--- config.mk ---
export PLATFORM = sky130hd
export DESIGN_NAME = tlic_top
export DESIGN_NICKNAME = d
export VERILOG_FILES = /design/src/inc/tlic_pkg.sv /design/src/hdl/tlic_top.sv
export VERILOG_INCLUDE_DIRS = /design/src /design/src/inc
export SDC_FILE = /design/constraint.sdc
export NUM_CORES = 1
export LEC_CHECK = 0
export BUFFER_PORTS_ARGS = -buffer_cell sky130_fd_sc_hd__buf_2
export CAP_MARGIN = 20
export CORE_UTILIZATION = 55
export DETAILED_ROUTE_END_ITERATION = 8
export PLACE_DENSITY = 0.8
export SLEW_MARGIN = 20
export SYNTH_ARGS = -nofsm -noshare
export SYNTH_HDL_FRONTEND = slang
export SYNTH_SLANG_ARGS = --single-unit
--- constraint.sdc ---
create_clock -name sys_clk -period 4.1 [get_ports sys_clk]
set_input_delay 0.205 -clock sys_clk [delete_from_list [all_inputs] [get_ports sys_clk]]
set_output_delay 0.205 -clock sys_clk [all_outputs]
set_load 0.005 [all_outputs]
--- src/inc/tlic_params.svh ---
// constants of the two-level interrupt controller
// Contract
// RULE1: individual source enables count only while the global enable bit 7 is set
// RULE2: global enable low means no CPU request from any source
// RULE3: requests arriving while globally disabled stay pending until re-enabled
// RULE4: vectors are 0x0000 for reset, 0x0003 first, then every 8 bytes to 0x0093
// RULE5: software setting a pending flag requests exactly like a hardware event
// RULE6: each source is low or high; high may preempt a running low routine
// RULE7: a running high routine is never preempted
// RULE8: all priority bits select low after reset
// RULE9: simultaneous requests: high level first, then lowest source number
// RULE10: pending requests are sampled and priority decoded every clock
// RULE11: fastest response is 7 clocks: detect, one instruction, 5-cycle call
// RULE12: after a return, one more instruction completes before the next call
// RULE13: worst response is 19 clocks: detect, return, divide, call
// RULE14: a request not above the routine in service waits for return plus one
// RULE15: hardware clears pin and timer flags of sources 0 to 3 on vectoring
// RULE16: supply warning flag is read-only; only its enable stops vectoring
// RULE17: flags set on events regardless of enables; request needs all three set
// RULE18: a flag still set after return requests again after the next instruction
// RULE19: a shared-vector request stays asserted until all its flags are clear
`ifndef TLIC_PARAMS_SVH
`define TLIC_PARAMS_SVH
`define TLIC_NUM_SRC     19
`define TLIC_GEN_BIT     7
`define TLIC_RO_SRC      15
`define TLIC_HWCLR_MASK  19'h0000F
`define TLIC_IP_RSVD     8'h80
`define TLIC_RESET_VEC   16'h0000
`define TLIC_VEC_BASE    16'h0003
`define TLIC_VEC_LAST    16'h0093
`define TLIC_VEC_SHIFT   3
`define TLIC_MIN_RESP    7
`define TLIC_CALL_CYC    5
`define TLIC_MAX_RESP    19
`define TLIC_OFS_IE      8'h00
`define TLIC_OFS_IP      8'h04
`define TLIC_OFS_EXT_IRQ_ENABLE_REG1    8'h08
`define TLIC_OFS_EXT_IRQ_ENABLE_REG2    8'h0C
`define TLIC_OFS_EXT_IRQ_PRIORITY_REG1    8'h10
`define TLIC_OFS_EXT_IRQ_PRIORITY_REG2    8'h14
`define TLIC_OFS_PSET    8'h18
`define TLIC_OFS_PCLR    8'h1C
`define TLIC_OFS_STAT    8'h20
`define TLIC_OFS_MASK    8'h24
`define TLIC_EV_CALL     0
`define TLIC_EV_RETURN_FROM_IRQ_INSTR     1
`define TLIC_EV_HELD     2
`define TLIC_EV_W        3
`define TLIC_IE_LO_W     7
`define TLIC_EXT2_W      4
`endif

--- src/inc/tlic_pkg.sv ---
// types of the two-level interrupt controller
package tlic_pkg;
    // gate that holds off a new call until one instruction after a return
    typedef enum logic {GATE_OPEN, GATE_HOLD} tlic_gate_t;
endpackage

--- src/hdl/tlic_top.sv ---
// two-level interrupt controller with wishbone register slave
//
// Local design decisions: register access over Wishbone and the register offsets.
`timescale 1ns/1ns
`include "tlic_params.svh"
module tlic_top #(
    parameter int ADR_W = 8
) (
    // clock and reset
    input  wire logic                     sys_clk,
    input  wire logic                     rst,
    // wishbone slave
    input  wire logic                     wb_cyc_i,
    input  wire logic                     wb_stb_i,
    input  wire logic                     wb_we_i,
    input  wire logic [ADR_W-1:0]         wb_adr_i,
    input  wire logic [3:0]               wb_sel_i,
    input  wire logic [31:0]              wb_dat_i,
    output logic      [31:0]              wb_dat_o,
    output logic                          wb_ack_o,
    // interrupt sources
    input  wire logic [`TLIC_NUM_SRC-1:0] srcEvent,
    input  wire logic                     supplyGoodIndication,
    // cpu core handshake
    input  wire logic                     cpuInstrDone,
    input  wire logic                     cpuRetiDone,
    input  wire logic                     cpuCallAck,
    output logic                          irqReq,
    output logic      [15:0]              irqVector,
    output logic                          irqHigh,
    // summary interrupt
    output logic                          intOut
);
    localparam int N = `TLIC_NUM_SRC;

    // elaboration refuses an address bus too narrow for the 8-bit map
    if (ADR_W < 8) begin : g_adrCheck
        $error("tlic_top: ADR_W must be at least 8");
    end

    // lowest set bit wins, giving the fixed order 0 first
    function automatic logic [4:0] firstSet(input logic [N-1:0] v);
        logic [4:0] idx;
        idx = 5'h00;
        for (int i = N - 1; i >= 0; i--) begin
            if (v[i])
                idx = 5'(i);
        end
        return idx;
    endfunction

    // byte enables spread to a bit mask
    function automatic logic [31:0] laneMask(input logic [3:0] sel);
        logic [31:0] m;
        m = 32'h0000_0000;
        for (int b = 0; b < 4; b++) begin
            m[b*8 +: 8] = {8{sel[b]}};
        end
        return m;
    endfunction

    // service address of a source
    function automatic logic [15:0] vecOf(input logic [4:0] idx);
        return `TLIC_VEC_BASE + (16'(idx) << `TLIC_VEC_SHIFT);
    endfunction

    // register state
    logic [7:0]          ie_q;
    logic [7:0]          ie_d;
    logic [6:0]          ip_q;
    logic [6:0]          ip_d;
    logic [7:0]          ext_irq_enable_reg1_q;
    logic [7:0]          ext_irq_enable_reg1_d;
    logic [3:0]          ext_irq_enable_reg2_q;
    logic [3:0]          ext_irq_enable_reg2_d;
    logic [7:0]          ext_irq_priority_reg1_q;
    logic [7:0]          ext_irq_priority_reg1_d;
    logic [3:0]          ext_irq_priority_reg2_q;
    logic [3:0]          ext_irq_priority_reg2_d;
    logic [N-1:0]        pend_q;
    logic [N-1:0]        pend_d;
    logic [N-1:0]        sampled_q;
    logic [`TLIC_EV_W-1:0] stat_q;
    logic [`TLIC_EV_W-1:0] stat_d;
    logic [`TLIC_EV_W-1:0] mask_q;
    logic [`TLIC_EV_W-1:0] mask_d;
    logic                svcLow_q;
    logic                svcHigh_q;
    logic [4:0]          irqIdx_q;
    tlic_pkg::tlic_gate_t gate_q;
    tlic_pkg::tlic_gate_t gate_d;

    // bus decode
    wire         busReq  = wb_cyc_i & wb_stb_i & ~wb_ack_o;
    wire         wrStb   = busReq & wb_we_i;
    wire         rdStb   = busReq & ~wb_we_i;
    wire  [7:0]  ofs     = wb_adr_i[7:0];
    wire  [31:0] wMask   = laneMask(wb_sel_i);
    wire  [31:0] wBits   = wb_dat_i & wMask;
    wire         wLane0  = wrStb & wb_sel_i[0];
    wire         hitIe   = (ofs == `TLIC_OFS_IE);
    wire         hitIp   = (ofs == `TLIC_OFS_IP);
    wire         hitEie1 = (ofs == `TLIC_OFS_EXT_IRQ_ENABLE_REG1);
    wire         hitEie2 = (ofs == `TLIC_OFS_EXT_IRQ_ENABLE_REG2);
    wire         hitEip1 = (ofs == `TLIC_OFS_EXT_IRQ_PRIORITY_REG1);
    wire         hitEip2 = (ofs == `TLIC_OFS_EXT_IRQ_PRIORITY_REG2);
    wire         hitPset = (ofs == `TLIC_OFS_PSET);
    wire         hitPclr = (ofs == `TLIC_OFS_PCLR);
    wire         hitStat = (ofs == `TLIC_OFS_STAT);
    wire         hitMask = (ofs == `TLIC_OFS_MASK);

    // per-source enable and priority views
    wire [N-1:0] roMask  = N'(1) << `TLIC_RO_SRC;
    wire [N-1:0] enVec   = {ext_irq_enable_reg2_q, ext_irq_enable_reg1_q, ie_q[`TLIC_IE_LO_W-1:0]};
    wire [N-1:0] prVec   = {ext_irq_priority_reg2_q, ext_irq_priority_reg1_q, ip_q};
    wire         genEn   = ie_q[`TLIC_GEN_BIT];
    // supply warning is a live level, never latched here
    wire [N-1:0] srcPend = (pend_q & ~roMask)
                         | (N'(supplyGoodIndication) << `TLIC_RO_SRC); // RULE16
    wire [N-1:0] armed   = srcPend & enVec & {N{genEn}}; // RULE1 RULE2 RULE17

    // software set and clear of pending flags
    wire [N-1:0] swSet   = (wrStb & hitPset) ? wBits[N-1:0] & ~roMask
                                             : '0; // RULE5 RULE16
    wire [N-1:0] swClr   = (wrStb & hitPclr) ? wBits[N-1:0] : '0;
    wire [N-1:0] hwClr   = cpuCallAck ? (N'(1) << irqIdx_q) & `TLIC_HWCLR_MASK
                                      : '0; // RULE15

    // arbitration: high level may preempt low, nothing preempts high
    wire [N-1:0] hiCand  = sampled_q & prVec & {N{~svcHigh_q}}; // RULE6 RULE7
    wire [N-1:0] loCand  = sampled_q & ~prVec
                         & {N{~svcHigh_q & ~svcLow_q}}; // RULE7 RULE14
    wire         pickHi  = |hiCand; // RULE9
    wire         pickAny = pickHi | (|loCand);
    wire [4:0]   pickIdx = pickHi ? firstSet(hiCand) : firstSet(loCand); // RULE9
    wire         gateOpen = (gate_q == tlic_pkg::GATE_OPEN);
    // request drops on the call handshake so the ack never double-counts
    wire         irqReqD = pickAny & gateOpen & ~cpuRetiDone
                         & ~cpuCallAck; // RULE12 RULE14 RULE18 RULE19

    // event sources for the summary status
    wire [`TLIC_EV_W-1:0] evNow;
    assign evNow[`TLIC_EV_CALL] = cpuCallAck;
    assign evNow[`TLIC_EV_RETURN_FROM_IRQ_INSTR] = cpuRetiDone;
    assign evNow[`TLIC_EV_HELD] = ~genEn & (|(srcPend & enVec)); // RULE3
    wire [`TLIC_EV_W-1:0] statClr = (rdStb & hitStat) ? stat_q : '0;

    // register next values
    assign ie_d   = (wLane0 & hitIe)   ? wb_dat_i[7:0] : ie_q;
    assign ip_d   = (wLane0 & hitIp)   ? wb_dat_i[6:0] : ip_q;
    assign ext_irq_enable_reg1_d = (wLane0 & hitEie1) ? wb_dat_i[7:0] : ext_irq_enable_reg1_q;
    assign ext_irq_enable_reg2_d = (wLane0 & hitEie2) ? wb_dat_i[3:0] : ext_irq_enable_reg2_q;
    assign ext_irq_priority_reg1_d = (wLane0 & hitEip1) ? wb_dat_i[7:0] : ext_irq_priority_reg1_q;
    assign ext_irq_priority_reg2_d = (wLane0 & hitEip2) ? wb_dat_i[3:0] : ext_irq_priority_reg2_q;
    assign mask_d = (wLane0 & hitMask) ? wb_dat_i[`TLIC_EV_W-1:0] : mask_q;
    // a set in the same cycle as a clear wins so no event is lost
    assign pend_d = ((pend_q & ~swClr & ~hwClr) | srcEvent | swSet)
                  & ~roMask; // RULE3 RULE17 RULE19
    assign stat_d = (stat_q & ~statClr) | evNow;

    // read data selection, unmapped offsets read zero
    wire [31:0] rdData =
        hitIe   ? {24'h000000, ie_q} :
        hitIp   ? {24'h000000, `TLIC_IP_RSVD | {1'b0, ip_q}} :
        hitEie1 ? {24'h000000, ext_irq_enable_reg1_q} :
        hitEie2 ? {28'h0000000, ext_irq_enable_reg2_q} :
        hitEip1 ? {24'h000000, ext_irq_priority_reg1_q} :
        hitEip2 ? {28'h0000000, ext_irq_priority_reg2_q} :
        hitPset ? {13'h0000, srcPend} :
        hitStat ? {29'h00000000, stat_q} :
        hitMask ? {29'h00000000, mask_q} : 32'h0000_0000;

    // return gate: after a return, one instruction must complete first
    always_comb begin
        gate_d = gate_q;
        unique case (gate_q)
            tlic_pkg::GATE_OPEN: begin
                if (cpuRetiDone)
                    gate_d = tlic_pkg::GATE_HOLD; // RULE12 RULE18
            end
            tlic_pkg::GATE_HOLD: begin
                if (cpuInstrDone & ~cpuRetiDone)
                    gate_d = tlic_pkg::GATE_OPEN; // RULE12 RULE13 RULE14
            end
        endcase
    end

    // configuration registers; priorities reset to low
    always_ff @(posedge sys_clk or posedge rst) begin
        if (rst) begin
            ie_q   <= 8'h00;
            ip_q   <= 7'h00; // RULE8
            ext_irq_enable_reg1_q <= 8'h00;
            ext_irq_enable_reg2_q <= 4'h0;
            ext_irq_priority_reg1_q <= 8'h00; // RULE8
            ext_irq_priority_reg2_q <= 4'h0; // RULE8
            mask_q <= 3'h0;
        end else begin
            ie_q   <= ie_d;
            ip_q   <= ip_d;
            ext_irq_enable_reg1_q <= ext_irq_enable_reg1_d;
            ext_irq_enable_reg2_q <= ext_irq_enable_reg2_d;
            ext_irq_priority_reg1_q <= ext_irq_priority_reg1_d;
            ext_irq_priority_reg2_q <= ext_irq_priority_reg2_d;
            mask_q <= mask_d;
        end
    end

    // pending flags and per-cycle sampling of the armed requests
    always_ff @(posedge sys_clk or posedge rst) begin
        if (rst) begin
            pend_q    <= '0;
            sampled_q <= '0;
            stat_q    <= 3'h0;
            intOut    <= 1'b0;
        end else begin
            pend_q    <= pend_d;
            sampled_q <= armed; // RULE10 RULE11
            stat_q    <= stat_d;
            intOut    <= |(stat_q & mask_q);
        end
    end

    // in-service levels: high nests over low, return pops the top one
    always_ff @(posedge sys_clk or posedge rst) begin
        if (rst) begin
            svcLow_q  <= 1'b0;
            svcHigh_q <= 1'b0;
        end else if (cpuCallAck) begin
            if (irqHigh)
                svcHigh_q <= 1'b1; // RULE6
            else
                svcLow_q <= 1'b1;
        end else if (cpuRetiDone) begin
            if (svcHigh_q)
                svcHigh_q <= 1'b0; // RULE6
            else
                svcLow_q <= 1'b0;
        end
    end

    // cpu request and vector, held from flops
    always_ff @(posedge sys_clk or posedge rst) begin
        if (rst) begin
            gate_q    <= tlic_pkg::GATE_OPEN;
            irqReq    <= 1'b0;
            irqVector <= `TLIC_RESET_VEC; // RULE4
            irqHigh   <= 1'b0;
            irqIdx_q  <= 5'h00;
        end else begin
            gate_q <= gate_d;
            irqReq <= irqReqD;
            if (irqReqD) begin
                irqVector <= vecOf(pickIdx); // RULE4
                irqHigh   <= pickHi;
                irqIdx_q  <= pickIdx;
            end
        end
    end

    // wishbone answer one cycle after the strobe
    always_ff @(posedge sys_clk or posedge rst) begin
        if (rst) begin
            wb_ack_o <= 1'b0;
            wb_dat_o <= 32'h0000_0000;
        end else begin
            wb_ack_o <= busReq;
            wb_dat_o <= rdStb ? rdData : 32'h0000_0000;
        end
    end
endmodule // tlic_top

After elaboration in Yosys (flattened, before gate mapping)
Cells that the tools add are included.

operators by class
  add/subtract/negate cells = 1
  equal/unequal tests = 12
  shift-type cells = 1
  multiplexer cells = 63
  bitwise gates (word level) = 49
  reductions and logical operators = 8

operators with widths
  operator             count
  $mux 5               39
  $mux 19              10
  $and 19x19->19       9
  $reduce_or 19->1     3
  $not 19->19          2
  $or 19x19->19        2
  $eq 8x5->1 const B   4
  $and 1x1->1          21
  $not 4->19           1
  $or 19x16->19        1
  $eq 8x4->1 const B   2
  $eq 8x6->1 const B   2
  $add 2x8->9 const A  1
  $mux 1               9
  $mux 3               3
  $eq 8x3->1 const B   1
  $logic_not 8->1      1
  $not 1->1            8
  $and 3x3->3          2
  $shl 1x5->4 const A  1
  $mux 4               1
  $ne 2x2->1 const B   2
  $not 3->3            1
  $or 3x3->3           1
  7 further kinds      7

word-level totals
  register bits after elaboration = 129
  output and inout port bits = 52
  logic and storage cells = 154

Logic depth before layout (Yosys ltp)
Gate-level depths: netlist of run 1.

  depth in word-level cells = 24
  gate-level depth with buffers = 7
  gate-level depth less buffers = 6

Worst setup path before layout of run 1
Ideal clock, no wire load.

  kind = reg2reg
  start point = register wb_ack_o
  end point = register ext_irq_priority_reg1_q[3]
  arrival = 1.737 ns
  data required time = 3.975 ns
  setup slack = 2.238 ns
  stages on the path, launching flop included = 7
  buffers on the path = 2
  period minus slack after synthesis = 1.862 ns
  path through = dfrtp_1 and3b_1 clkbuf_1 nand3_1 nor4_1 buf_2 mux2_2

on the way
  cells in the longest elaborated chain, start to end = 5

RTL lines
  what                      RTL line         RTL
  start: declaration        tlic_top.sv:20   output logic wb_ack_o,
  start signal: assignment  tlic_top.sv:267  wb_ack_o <= busReq;
  $not 1->1                 tlic_top.sv:94   wire busReq = wb_cyc_i & wb_stb_i & ~wb_ack_o;
  $and 1x1->1               tlic_top.sv:94
  via busReq                tlic_top.sv:94
  $and 1x1->1               tlic_top.sv:95   wire wrStb = busReq & wb_we_i;
  $and 1x1->1               tlic_top.sv:100  wire wLane0 = wrStb & wb_sel_i[0];
  $and 1x1->1               tlic_top.sv:153  assign ext_irq_priority_reg1_d = (wLane0 & hitEip1) ? wb_dat_i[7:0] : ext_irq_priority_reg1_q;
  end signal: assignment    tlic_top.sv:203  ext_irq_priority_reg1_q <= ext_irq_priority_reg1_d;
  end: declaration          tlic_top.sv:76   logic [7:0] ext_irq_priority_reg1_q;

The timed path passes the listed nets, and every way through them passes these cells.
A chain may end at the register's enable or synchronous reset.

Worst setup path after layout of run 1
  start point = register wb_ack_o
  end point = register pend_q[12]

on the way
  cells in the longest elaborated chain, start to end = 10
  elaborated cells between the ends (all ways) = 12
  those cells by class = mux: 2; bitwise: 10

RTL lines
  what                         RTL line         RTL
  $not 1->1 (*)                tlic_top.sv:94
  $and 1x1->1 (*)              tlic_top.sv:94
  $and 1x1->1 (*)              tlic_top.sv:95
  $and 1x1->1                  tlic_top.sv:125  wire [N-1:0] swClr = (wrStb & hitPclr) ? wBits[N-1:0] : '0;
  $mux 19                      tlic_top.sv:125
  $not 19->19                  tlic_top.sv:157  assign pend_d = ((pend_q & ~swClr & ~hwClr) | srcEvent | swSet)
  $and 19x19->19 (2 in a row)  tlic_top.sv:157
  $or 19x19->19                tlic_top.sv:157
  $or 19x19->19 (*)            tlic_top.sv:157
  via pend_d[12]               tlic_top.sv:81   logic [N-1:0] pend_d;
  end signal: assignment       tlic_top.sv:217  pend_q <= pend_d;
  end: declaration             tlic_top.sv:80   logic [N-1:0] pend_q;

Mark *: on every way through the listed nets, which the timed path passes. The rest lies on a longest branch.

==> impl_metrics.ini, run 1 <==
[route]
drc = 0
drt_wl_total_mm = 17.54
wl_per_cell_um = 21.21
route.antenna.remaining_nets = 0
via_per_inst = 6.106
detailedRoute.firstPassIterationCount = 7
dr_total_vias = 5050
first_drt_iteration_drcs = 464

[synth]
syn_area_per_cell_sq_um = 10.52
post_synth_num_cell_types = 69
yosysTopAreaCellShare_pct = 49.22
post_synth_inst_count = 551
synthDominantAreaCellType = sky130_fd_sc_hd__dfrtp_1
synth_commonest_cells = sky130_fd_sc_hd__dfrtp_1, sky130_fd_sc_hd__nand2_1, sky130_fd_sc_hd__o21ai_0, sky130_fd_sc_hd__mux2_2, sky130_fd_sc_hd__a21oi_1
synth_ff_type = sky130_fd_sc_hd__dfrtp_1
synth_warnings = 0
postSynth.asyncResetShare_pct = 100.0
synth_enable_flop_cells = 0
synth_area_leaders = sky130_fd_sc_hd__dfrtp_1, sky130_fd_sc_hd__mux2_2, sky130_fd_sc_hd__nand2_1, sky130_fd_sc_hd__buf_4, sky130_fd_sc_hd__o21ai_0
synth_most_common_cell = sky130_fd_sc_hd__dfrtp_1
syn_area_sq_um = 5796
synth-seq-area-share_pct = 49.22
yosys_register_bits = 114

[cts]
postCtsResizedCells = 0
post_cts.repair.setup_buffers = 0
clock_latency_ns = 0.53
clk_path_buf_depth = 2
clock_sinks = 114
clock_tree_from_tritoncts = built
cts_inserted_buffers = 17
cts_max_level = 4
cts_root_buf = sky130_fd_sc_hd__clkbuf_8
clkTransAtPathRegs_ns = 0.06

[timing]
setup-violations-final = 0
fraction_of_the_cycle_the_final_worst_path_needs_pct = 66.01
layout_setup_ws_ns = 1.394
achievable-frequency_ghz = 0.3695
worstMarginPinSlew_ns = 0.7443
rsz_0062_raised_after_global_routing = false
slew_violations = 0
finalClockSkew_ns = 0.007313
final_total_negative_setup_slack_ns = 0
timing.final.hold_violations = 0
post-route-min-period_ns = 2.706
relSlewSlack_pct = 50.38

[die]
die_w_um = 104.7
initial_core_util_pct = 56.39
num_io_pins = 124
chipHeight_um = 104.7
row_count = 37
coreArea_sq_um = 10280
fp.dieArea_sq_um = 10950

[worst_setup_path]
crit_arrival_ns = 3.17
cpMaxStageDelayCell = sky130_fd_sc_hd__dlygate4sd3_1
r2r_setup_slack_ns = 1.39
critPathCaptureType = flop
critical_path.cell_chain = and3b_1 > nand2_1 > nor4_1 > buf_4 > a31oi_1 > dlygate4sd3_1 > nand2_1 > dlygate4sd3_1
crit_path_max_incr_delay_ns = 0.57
path_max_fanout = 11
critPathKind = reg2reg
worst-endpoint-required_ns = 4.56
worst_setup_path_start_kind = flop

[placed_design]
dpl.hpwl_mm = 11.63
placed_cells_incl_taps = 754
dpl_worst_slack_ns = 1.786
finalWeightedCongestion = 0.9283
portBuffers = 85

[pwr]
power.total_uw = 2897
powerDensity_nw_per_um2 = 398.2
power.static_leakage_uw = 0.003389
max-vdd-ir-drop_mv = 0.2986

[global_route]
first_pass_grt_wire_length_mm = 27.88
vias_in_the_first_global_route = 5125
antenna_found_initial = 1
globalRoute.totalOverflow = 0
pin_count_of_the_biggest_net_entering_global_routing = 47
grtUsageTotal_pct = 33.65

[finish]
design.final.nets = 749
multiInputGateArea_sq_um = 2689
instances_no_fill = 827
sequential_cell_area_sq_um = 2853
area_growth_pct = 25.54
fillerInstances = 710
layout.core_utilization_pct = 70.79
final_layout_size_suffix_gt1_share_pct = 25.51

[hold_path]
holdCritPathClass = in2reg

[outcome]
run_status = finished, final reports clean

[run]
max_cap_viol_count = 0
## cell type report
cell class	count	area share, %
well taps	136	2.339
multi-input cells	398	36.96
clock inverters	12	2.476
clock buffers	20	6.260
inverters	16	0.8598
flip-flops and latches	114	39.21
diodes	1	0.03439
repair buffers	130	11.87
## cells by family after synthesis
| family | synth area share (%) |
|---|---|
| multiplexers | 9.240 |
| buffers and inverters | 5.743 |
| AND/OR/NAND/NOR | 17.16 |
| other | 0.06470 |
| AO/OA/AOI/OAI | 18.57 |
| flip-flops | 49.22 |
## worst max-delay path: cells and delay by family, from the launching register on
| family | cells | cell delay, ns |
|---|---|---|
| buf+inv | 3 | 1.39 |
| compound gates | 1 | 0.10 |
| flops | 1 | 0.36 |
| simple gates | 4 | 0.79 |
## where the power goes
| part | switching (uW) | internal [uW] |
|---|---|---|
| sequential | 19.3 | 1140 |
| combinational | 99.6 | 69.1 |
| clock | 536 | 1030 |
| total | 655 | 2240 |
## layout by cell type (no fill, tap or decap), types with 11 or more instances in the layout
cell type	count
sky130_fd_sc_hd__nor2_1	23
sky130_fd_sc_hd__buf_2	85
sky130_fd_sc_hd__a31oi_1	13
sky130_fd_sc_hd__dfrtp_1	114
sky130_fd_sc_hd__and2_1	13
sky130_fd_sc_hd__o21ai_0	33
sky130_fd_sc_hd__nand2b_1	11
sky130_fd_sc_hd__clkbuf_16	16
sky130_fd_sc_hd__conb_1	22
sky130_fd_sc_hd__and3_1	19
sky130_fd_sc_hd__a22oi_1	21
sky130_fd_sc_hd__dlygate4sd3_1	40
sky130_fd_sc_hd__nand2_1	60
sky130_fd_sc_hd__mux2_2	28
sky130_fd_sc_hd__inv_1	15
sky130_fd_sc_hd__a21oi_1	24
## layer usage
| layer | GRT usage, % | vias up | wire length [um] | share of wire (%) |
|---|---|---|---|---|
| met5 | 0 | - | 0 | 0 |
| met1 | 41.23 | 2464 | 6749 | 38 |
| li1 | - | 2238 | - | - |
| met3 | 8.047 | 54 | 1444 | 8.2 |
| met2 | 56.43 | 294 | 8777 | 50 |
| met4 | 15.19 | 0 | 568 | 3.2 |
## what timing repair did
action,in CTS,in global routing
hold endpoints to repair,47,0
setup endpoints to repair,0,0
hold buffers,40,0
## registers in the layout, indices dropped and copies added, names as in the netlist
signal,count
ext_irq_enable_reg1_q,8
ext_irq_enable_reg2_q,4
ext_irq_priority_reg1_q,8
ext_irq_priority_reg2_q,4
gate_q,1
ie_q,8
intOut,1
ip_q,7
irqHigh,1
irqIdx_q,5
irqReq,1
irqVector,1
mask_q,3
pend_q,18
sampled_q,19
stat_q,3
svcHigh_q,1
svcLow_q,1
wb_ack_o,1
wb_dat_o,19
## per-stage QoR
step	hold slack (ns)	area, sq um
floorplan	0.2973	5874
global placement	0.1694	6237
detailed placement	0.1777	6237
CTS	0.0005242	7273
global route	0.02359	7276
finish	0.01588	7276
## final timing paths
| kind | from | to | cells past startpoint |
|---|---|---|---|
| hold / removal | wb_dat_i[7] | ie_q[7] | 2 |
| setup / recovery | wb_ack_o | pend_q[12] | 8 |
| hold reg to reg | irqVector[1] | irqVector[1] | 1 |
| setup reg to reg | wb_ack_o | pend_q[12] | 8 |
| min in group asynchronous | rst | wb_dat_o[13] | 3 |
| max in group asynchronous | rst | irqVector[1] | 4 |
(Power assumes the default switching activity.)
==> run 2: changes to the inputs <==
--- a/config.mk
+++ b/config.mk
@@ -8,9 +8,9 @@
 export LEC_CHECK = 0
 export BUFFER_PORTS_ARGS = -buffer_cell sky130_fd_sc_hd__buf_2
 export CAP_MARGIN = 20
-export CORE_UTILIZATION = 55
+export CORE_UTILIZATION = 50
 export DETAILED_ROUTE_END_ITERATION = 8
-export PLACE_DENSITY = 0.8
+export PLACE_DENSITY = 0.77
 export SLEW_MARGIN = 20
 export SYNTH_ARGS = -nofsm -noshare
 export SYNTH_HDL_FRONTEND = slang
==> constraint.sdc (replaced) <==
create_clock -name sys_clk -period 2.4 [get_ports sys_clk]
set_input_delay 0.12 -clock sys_clk [delete_from_list [all_inputs] [get_ports sys_clk]]
set_output_delay 0.12 -clock sys_clk [all_outputs]
set_load 0.005 [all_outputs]
==> run 2 against run 1 <==
  * Sequential share of layout area about the same
  * Maximum frequency grew 16%
  * Critical path depth is 1 lower
  * Critical endpoint is now pend_q[9]
  * Largest cell class unchanged
==> impl_metrics.ini, run 2 (synthesis gave the netlist of run 1 again) <==
[finish]
layout.core_utilization_pct = 65.65
diodes_inserted = 0
layout.cells.most_common = sky130_fd_sc_hd__dfrtp_1
largest_registers = sampled_q x19, wb_dat_o x19, pend_q x18
fillerInstances = 829
final_layout_size_suffix_gt1_share_pct = 26.12
area_growth_pct = 25.50
most-common-layout-cells = sky130_fd_sc_hd__dfrtp_1, sky130_fd_sc_hd__buf_2, sky130_fd_sc_hd__nand2_1, sky130_fd_sc_hd__dlygate4sd3_1, sky130_fd_sc_hd__o21ai_0
multiInputGateArea_sq_um = 2689
design.final.nets = 752
sequential_cell_area_sq_um = 2853

[route]
dr_total_vias = 5078
via_per_inst = 6.096
wl_met2_mm = 8.196
wl_per_cell_um = 20.11
drc = 0
drt_wl_total_mm = 16.75
routed.top_layer = met4
route.antenna.remaining_nets = 0
first_drt_iteration_drcs = 410
detailedRoute.firstPassIterationCount = 5
met3WireLength_mm = 1.142
wl_met1_mm = 6.897

[worst_setup_path]
critPathCaptureType = flop
path_max_fanout = 10
critPathKind = reg2reg
worst-endpoint-required_ns = 2.76
worst_setup_path_start_kind = flop
crit_arrival_ns = 2.68

[timing]
post-route-min-period_ns = 2.324
fraction_of_the_cycle_the_final_worst_path_needs_pct = 96.83
relSlewSlack_pct = 55.04
final_total_negative_setup_slack_ns = 0
worstMarginPinSlew_ns = 0.6730
rsz_0062_raised_after_global_routing = false
slew_violations = 0
timing.final.hold_violations = 0
achievable-frequency_ghz = 0.4303
finalClockSkew_ns = 0.009313
setup-violations-final = 0

[cts]
clkTransAtPathRegs_ns = 0.05
clock_latency_ns = 0.42
cts_inserted_buffers = 17
clk_path_buf_depth = 2
cts_root_buf = sky130_fd_sc_hd__clkbuf_16
cts_max_level = 4
postCtsResizedCells = 0
clock_sinks = 114
clock_tree_from_tritoncts = built

[die]
die_w_um = 109.7
num_io_pins = 124
chipHeight_um = 109.7
fp.dieArea_sq_um = 12030
initial_core_util_pct = 52.32
coreArea_sq_um = 11080
row_count = 38

[placed_design]
portBuffers = 85
finalWeightedCongestion = 0.9457
dpl.hpwl_mm = 11.69

[global_route]
antenna_found_initial = 0
pin_count_of_the_biggest_net_entering_global_routing = 55
vias_in_the_first_global_route = 4883
first_pass_grt_wire_length_mm = 26.34
globalRoute.totalOverflow = 0
grtUsageTotal_pct = 30.25

[pwr]
power.static_leakage_uw = 0.003422
powerDensity_nw_per_um2 = 666.3
max-vdd-ir-drop_mv = 0.6438

[hold_path]
holdCritPathClass = in2reg

[outcome]
run_status = finished, final reports clean

[run]
max_cap_viol_count = 0
[run 2: cell types whose count changed in the layout (fill, tap and decap cells not counted), sizes merged, moves of 2 or more]
cell	delta
clkinvlp	-2
dlygate4sd3	-5
clkbuf	+3
buf	+8
[run 2: what timing repair did]
| item | in CTS | in global routing |
|---|---|---|
| endpoints found under the hold margin | 52 | 0 |
| setup buffers | 0 | 0 |
| hold buffers | 35 | 0 |
[run 2: through the flow]
| stage | cells | power (uW) | cell area, sq um | worst slack, ns | hold WS (ns) |
|---|---|---|---|---|---|
| 3_5_place_dp | 766 | 2254 | 6316 | 0.2920 | 0.2524 |
| 6_report | 833 | 4846 | 7273 | 0.07618 | 0.01360 |
| 5_1_grt | 833 | 4994 | 7273 | 0.01470 | 0.02317 |
| 2_1_floorplan | 572 | 2157 | 5878 | 0.5385 | 0.2123 |
| 4_1_cts | 833 | 4856 | 7273 | 0.2073 | 0.0004047 |
| 3_3_place_gp | 766 | 2245 | 6316 | 0.3405 | 0.2353 |
[run 2: per-layer routing]
metal / vias to the layer above / global-route usage [%]
met5: - / 0
met4: 0 / 13.81
met3: 43 / 5.987
met2: 279 / 48.83
met1: 2509 / 39.40
li1: 2247 / -
[run 2: area by class of cell]
cell class                 instances  share of cell area [%]
clock buffer                      23                   6.571
multi-input combinational        398                   36.97
tap                              140                   2.408
timing repair buffer             133                   12.18
clock inverter                     9                   1.772
sequential                       114                   39.22
inverter                          16                  0.8773
[run 2: path summary, 6_finish.rpt]
| path | from | endpoint | slack, ns | cells past startpoint |
|---|---|---|---|---|
| max in group asynchronous | rst | ip_q[6] | 1.31 | 4 |
| min in group asynchronous | rst | pend_q[13] | 0.34 | 3 |
| hold reg to reg | irqVector[1] | irqVector[1] | 0.48 | 1 |
| setup reg to reg | wb_ack_o | pend_q[9] | 0.08 | 7 |
| setup / recovery | wb_ack_o | pend_q[9] | 0.08 | 7 |
| hold / removal | wb_dat_i[7] | pend_q[7] | 0.01 | 2 |
[run 2: critical path, cell delays in order, from the launching register on]
cell and delay (ns):
sky130_fd_sc_hd__dfrtp_1 0.36, sky130_fd_sc_hd__and3b_1 0.29, sky130_fd_sc_hd__nand2_1 0.10, sky130_fd_sc_hd__nor4_1 0.39, sky130_fd_sc_hd__buf_4 0.27, sky130_fd_sc_hd__a31oi_1 0.15
sky130_fd_sc_hd__dlygate4sd3_1 0.62, sky130_fd_sc_hd__nand2_1 0.08
[run 2: report_power, final]
part	switching, uW	internal [uW]
Clock	866	1710
Combinational	172	127
Sequential	28.8	1950
Total	1070	3780
==> run 3: changes to the inputs <==
--- a/config.mk
+++ b/config.mk
@@ -8,6 +8,7 @@
 export LEC_CHECK = 0
 export BUFFER_PORTS_ARGS = -buffer_cell sky130_fd_sc_hd__buf_2
 export CAP_MARGIN = 20
+export CORE_ASPECT_RATIO = 1.2
 export CORE_UTILIZATION = 50
 export DETAILED_ROUTE_END_ITERATION = 8
 export PLACE_DENSITY = 0.77
==> run 3 against run 2 <==
  * Worst hold slack better by 0.012 ns
  * Global-route usage decreased by 0.53 points
  * Sequential share of layout area fell by 0.14 points
  * First-iteration DRC count grew 4.9%
  * Final area grew 0.36%
  * Routed wire length grew 0.47%
  * Critical endpoint is now pend_q[11]
  * Core utilization down 0.13 points
  * Final cell count increased by 1.7%
==> impl_metrics.ini, run 3 (synthesis gave the netlist of run 1 again) <==
[worst_setup_path]
crit_path_max_incr_delay_ns = 0.60
crit_arrival_ns = 2.56
worst-endpoint-required_ns = 2.75
regToRegStartpoint = wb_ack_o
r2r_setup_slack_ns = 0.19
path_max_fanout = 10
r2r_end = pend_q[11]
critical_path.cell_chain = and3b_1 > nand2_1 > nor4_2 > buf_4 > a31oi_1 > dlygate4sd3_1 > nand2_1
cpMaxStageDelayCell = sky130_fd_sc_hd__dlygate4sd3_1
crit_top_cell = sky130_fd_sc_hd__nand2_1
critPathCaptureType = flop
depth_of_the_worst_register_to_register_path = 7
crit_path_start = wb_ack_o
critPathKind = reg2reg
timing.critical_path.buf_inv = 2
critPathTopFamily = buffers and inverters
crit_cells = 7
worst_setup_path_start_kind = flop
endpoint = pend_q[11]

[route]
first_drt_iteration_drcs = 430
routed.top_layer = met4
drc = 0
met3WireLength_um = 990
wl_met1_mm = 6.605
wl_met2_mm = 8.663
detailedRoute.firstPassIterationCount = 6
drt_wl_total_mm = 16.83
dr_total_vias = 5009
via_per_inst = 5.914
route.antenna.remaining_nets = 0
wl_per_cell_um = 19.87

[global_route]
pin_count_of_the_biggest_net_entering_global_routing = 115
grtUsageTotal_pct = 29.72
globalRoute.totalOverflow = 0
vias_in_the_first_global_route = 5063
first_pass_grt_wire_length_mm = 26.70
antenna_found_initial = 0

[die]
die_w_um = 100.3
num_io_pins = 124
fp.dieArea_sq_um = 12030
coreArea_sq_um = 11140
row_count = 42
chipHeight_um = 119.9
initial_core_util_pct = 52.02

[finish]
area_growth_pct = 25.95
most-common-layout-cells = sky130_fd_sc_hd__dfrtp_1, sky130_fd_sc_hd__buf_2, sky130_fd_sc_hd__nand2_1, sky130_fd_sc_hd__dlygate4sd3_1, sky130_fd_sc_hd__o21ai_0
fillerInstances = 886
largest_registers = sampled_q x19, wb_dat_o x19, pend_q x18
multiInputGateArea_sq_um = 2695
design.final.nets = 752
diodes_inserted = 0
layout.cells.most_common = sky130_fd_sc_hd__dfrtp_1
sequential_cell_area_sq_um = 2853
final_layout_size_suffix_gt1_share_pct = 26.84

[pwr]
powerDensity_nw_per_um2 = 667.6
power.static_leakage_uw = 0.003425
max-vdd-ir-drop_mv = 0.4326

[outcome]
run_status = finished, final reports clean

[cts]
cts_max_level = 4
clk_path_buf_depth = 2
clock_latency_ns = 0.41
clock_sinks = 114
cts_root_buf = sky130_fd_sc_hd__clkbuf_16
clock_tree_from_tritoncts = built
cts_inserted_buffers = 17
clkTransAtPathRegs_ns = 0.06

[placed_design]
dpl.hpwl_mm = 11.71
portBuffers = 85
finalWeightedCongestion = 0.9293

[timing]
final_total_negative_setup_slack_ns = 0
finalClockSkew_ns = 0.006303
setup-violations-final = 0
worstMarginPinSlew_ns = 0.6629
fraction_of_the_cycle_the_final_worst_path_needs_pct = 92.22
timing.final.hold_violations = 0
rsz_0062_raised_after_global_routing = false
relSlewSlack_pct = 55.80
achievable-frequency_ghz = 0.4518
post-route-min-period_ns = 2.213
slew_violations = 0
timing.hold.ws_ns = 0.02573

[hold_path]
holdCritPathClass = in2reg

[run]
max_cap_viol_count = 0
run 3: cell types whose count changed in the layout (fill, tap and decap cells not counted), sizes merged:
| cell | delta |
|---|---|
| clkinv | +2 |
| clkinvlp | +1 |
| buf | +1 |
| dlygate4sd3 | -1 |
| clkbuf | -4 |
| inv | +1 |
run 3: metrics by stage:
stage | setup WS (ns) | cell area [sq um] | power (uW) | utilization (%) | instances
2_1_floorplan | 0.5385 | 5878 | 2157 | - | 572
3_3_place_gp | 0.2700 | 6341 | 2243 | 56.92 | 781
3_5_place_dp | 0.2883 | 6341 | 2252 | 56.92 | 781
4_1_cts | 0.1864 | 7293 | 4873 | 65.46 | 847
5_1_grt | 0.03655 | 7300 | 5004 | 65.52 | 847
6_report | 0.1867 | 7300 | 4873 | 65.52 | 847
run 3: worst min path at each step:
stage	startpoint	endpoint	slack (ns)	cells after the start
after floorplan	cpuRetiDone	gate_q	0.21	1
after global placement	srcEvent[3]	pend_q[3]	0.31	2
after detailed placement	srcEvent[11]	pend_q[11]	0.31	3
after CTS	wb_dat_i[10]	pend_q[10]	0.007	4
after global routing	wb_dat_i[7]	ie_q[7]	0.04	2
final	wb_dat_i[6]	ext_irq_priority_reg1_q[6]	0.03	3
run 3: power breakdown:
part / internal, uW / switching, uW / total (uW)
registers: 1940 / 28.6 / 1970
clock network: 1680 / 918 / 2600
logic: 126 / 171 / 297
total: 3750 / 1120 / 4870
run 3: timing repair:
item	CTS	global route
hold endpoints to repair	137	0
buffers inserted	0	0
hold buffers	34	0
resized for setup	0	1
endpoints found under the setup margin	0	7
run 3: area by class of cell:
type	instances	area share (%)
timing repair buffer	133	12.10
clock inverter	13	2.177
inverter	16	0.8742
sequential	114	39.08
clock buffer	19	6.205
multi-input combinational	398	36.92
tap	154	2.640
run 3: per-layer routing:
layer  vias up  GRT usage (%)
li1       2244              -
met1      2470          36.22
met2       253          50.81
met3        42          4.892
met4         0          14.40
met5         -              0
run 3: tightest hold or removal path: stages:
cell,delay [ns]
sky130_fd_sc_hd__buf_2,0.15
sky130_fd_sc_hd__nand2_1,0.06
sky130_fd_sc_hd__o21ai_0,0.06
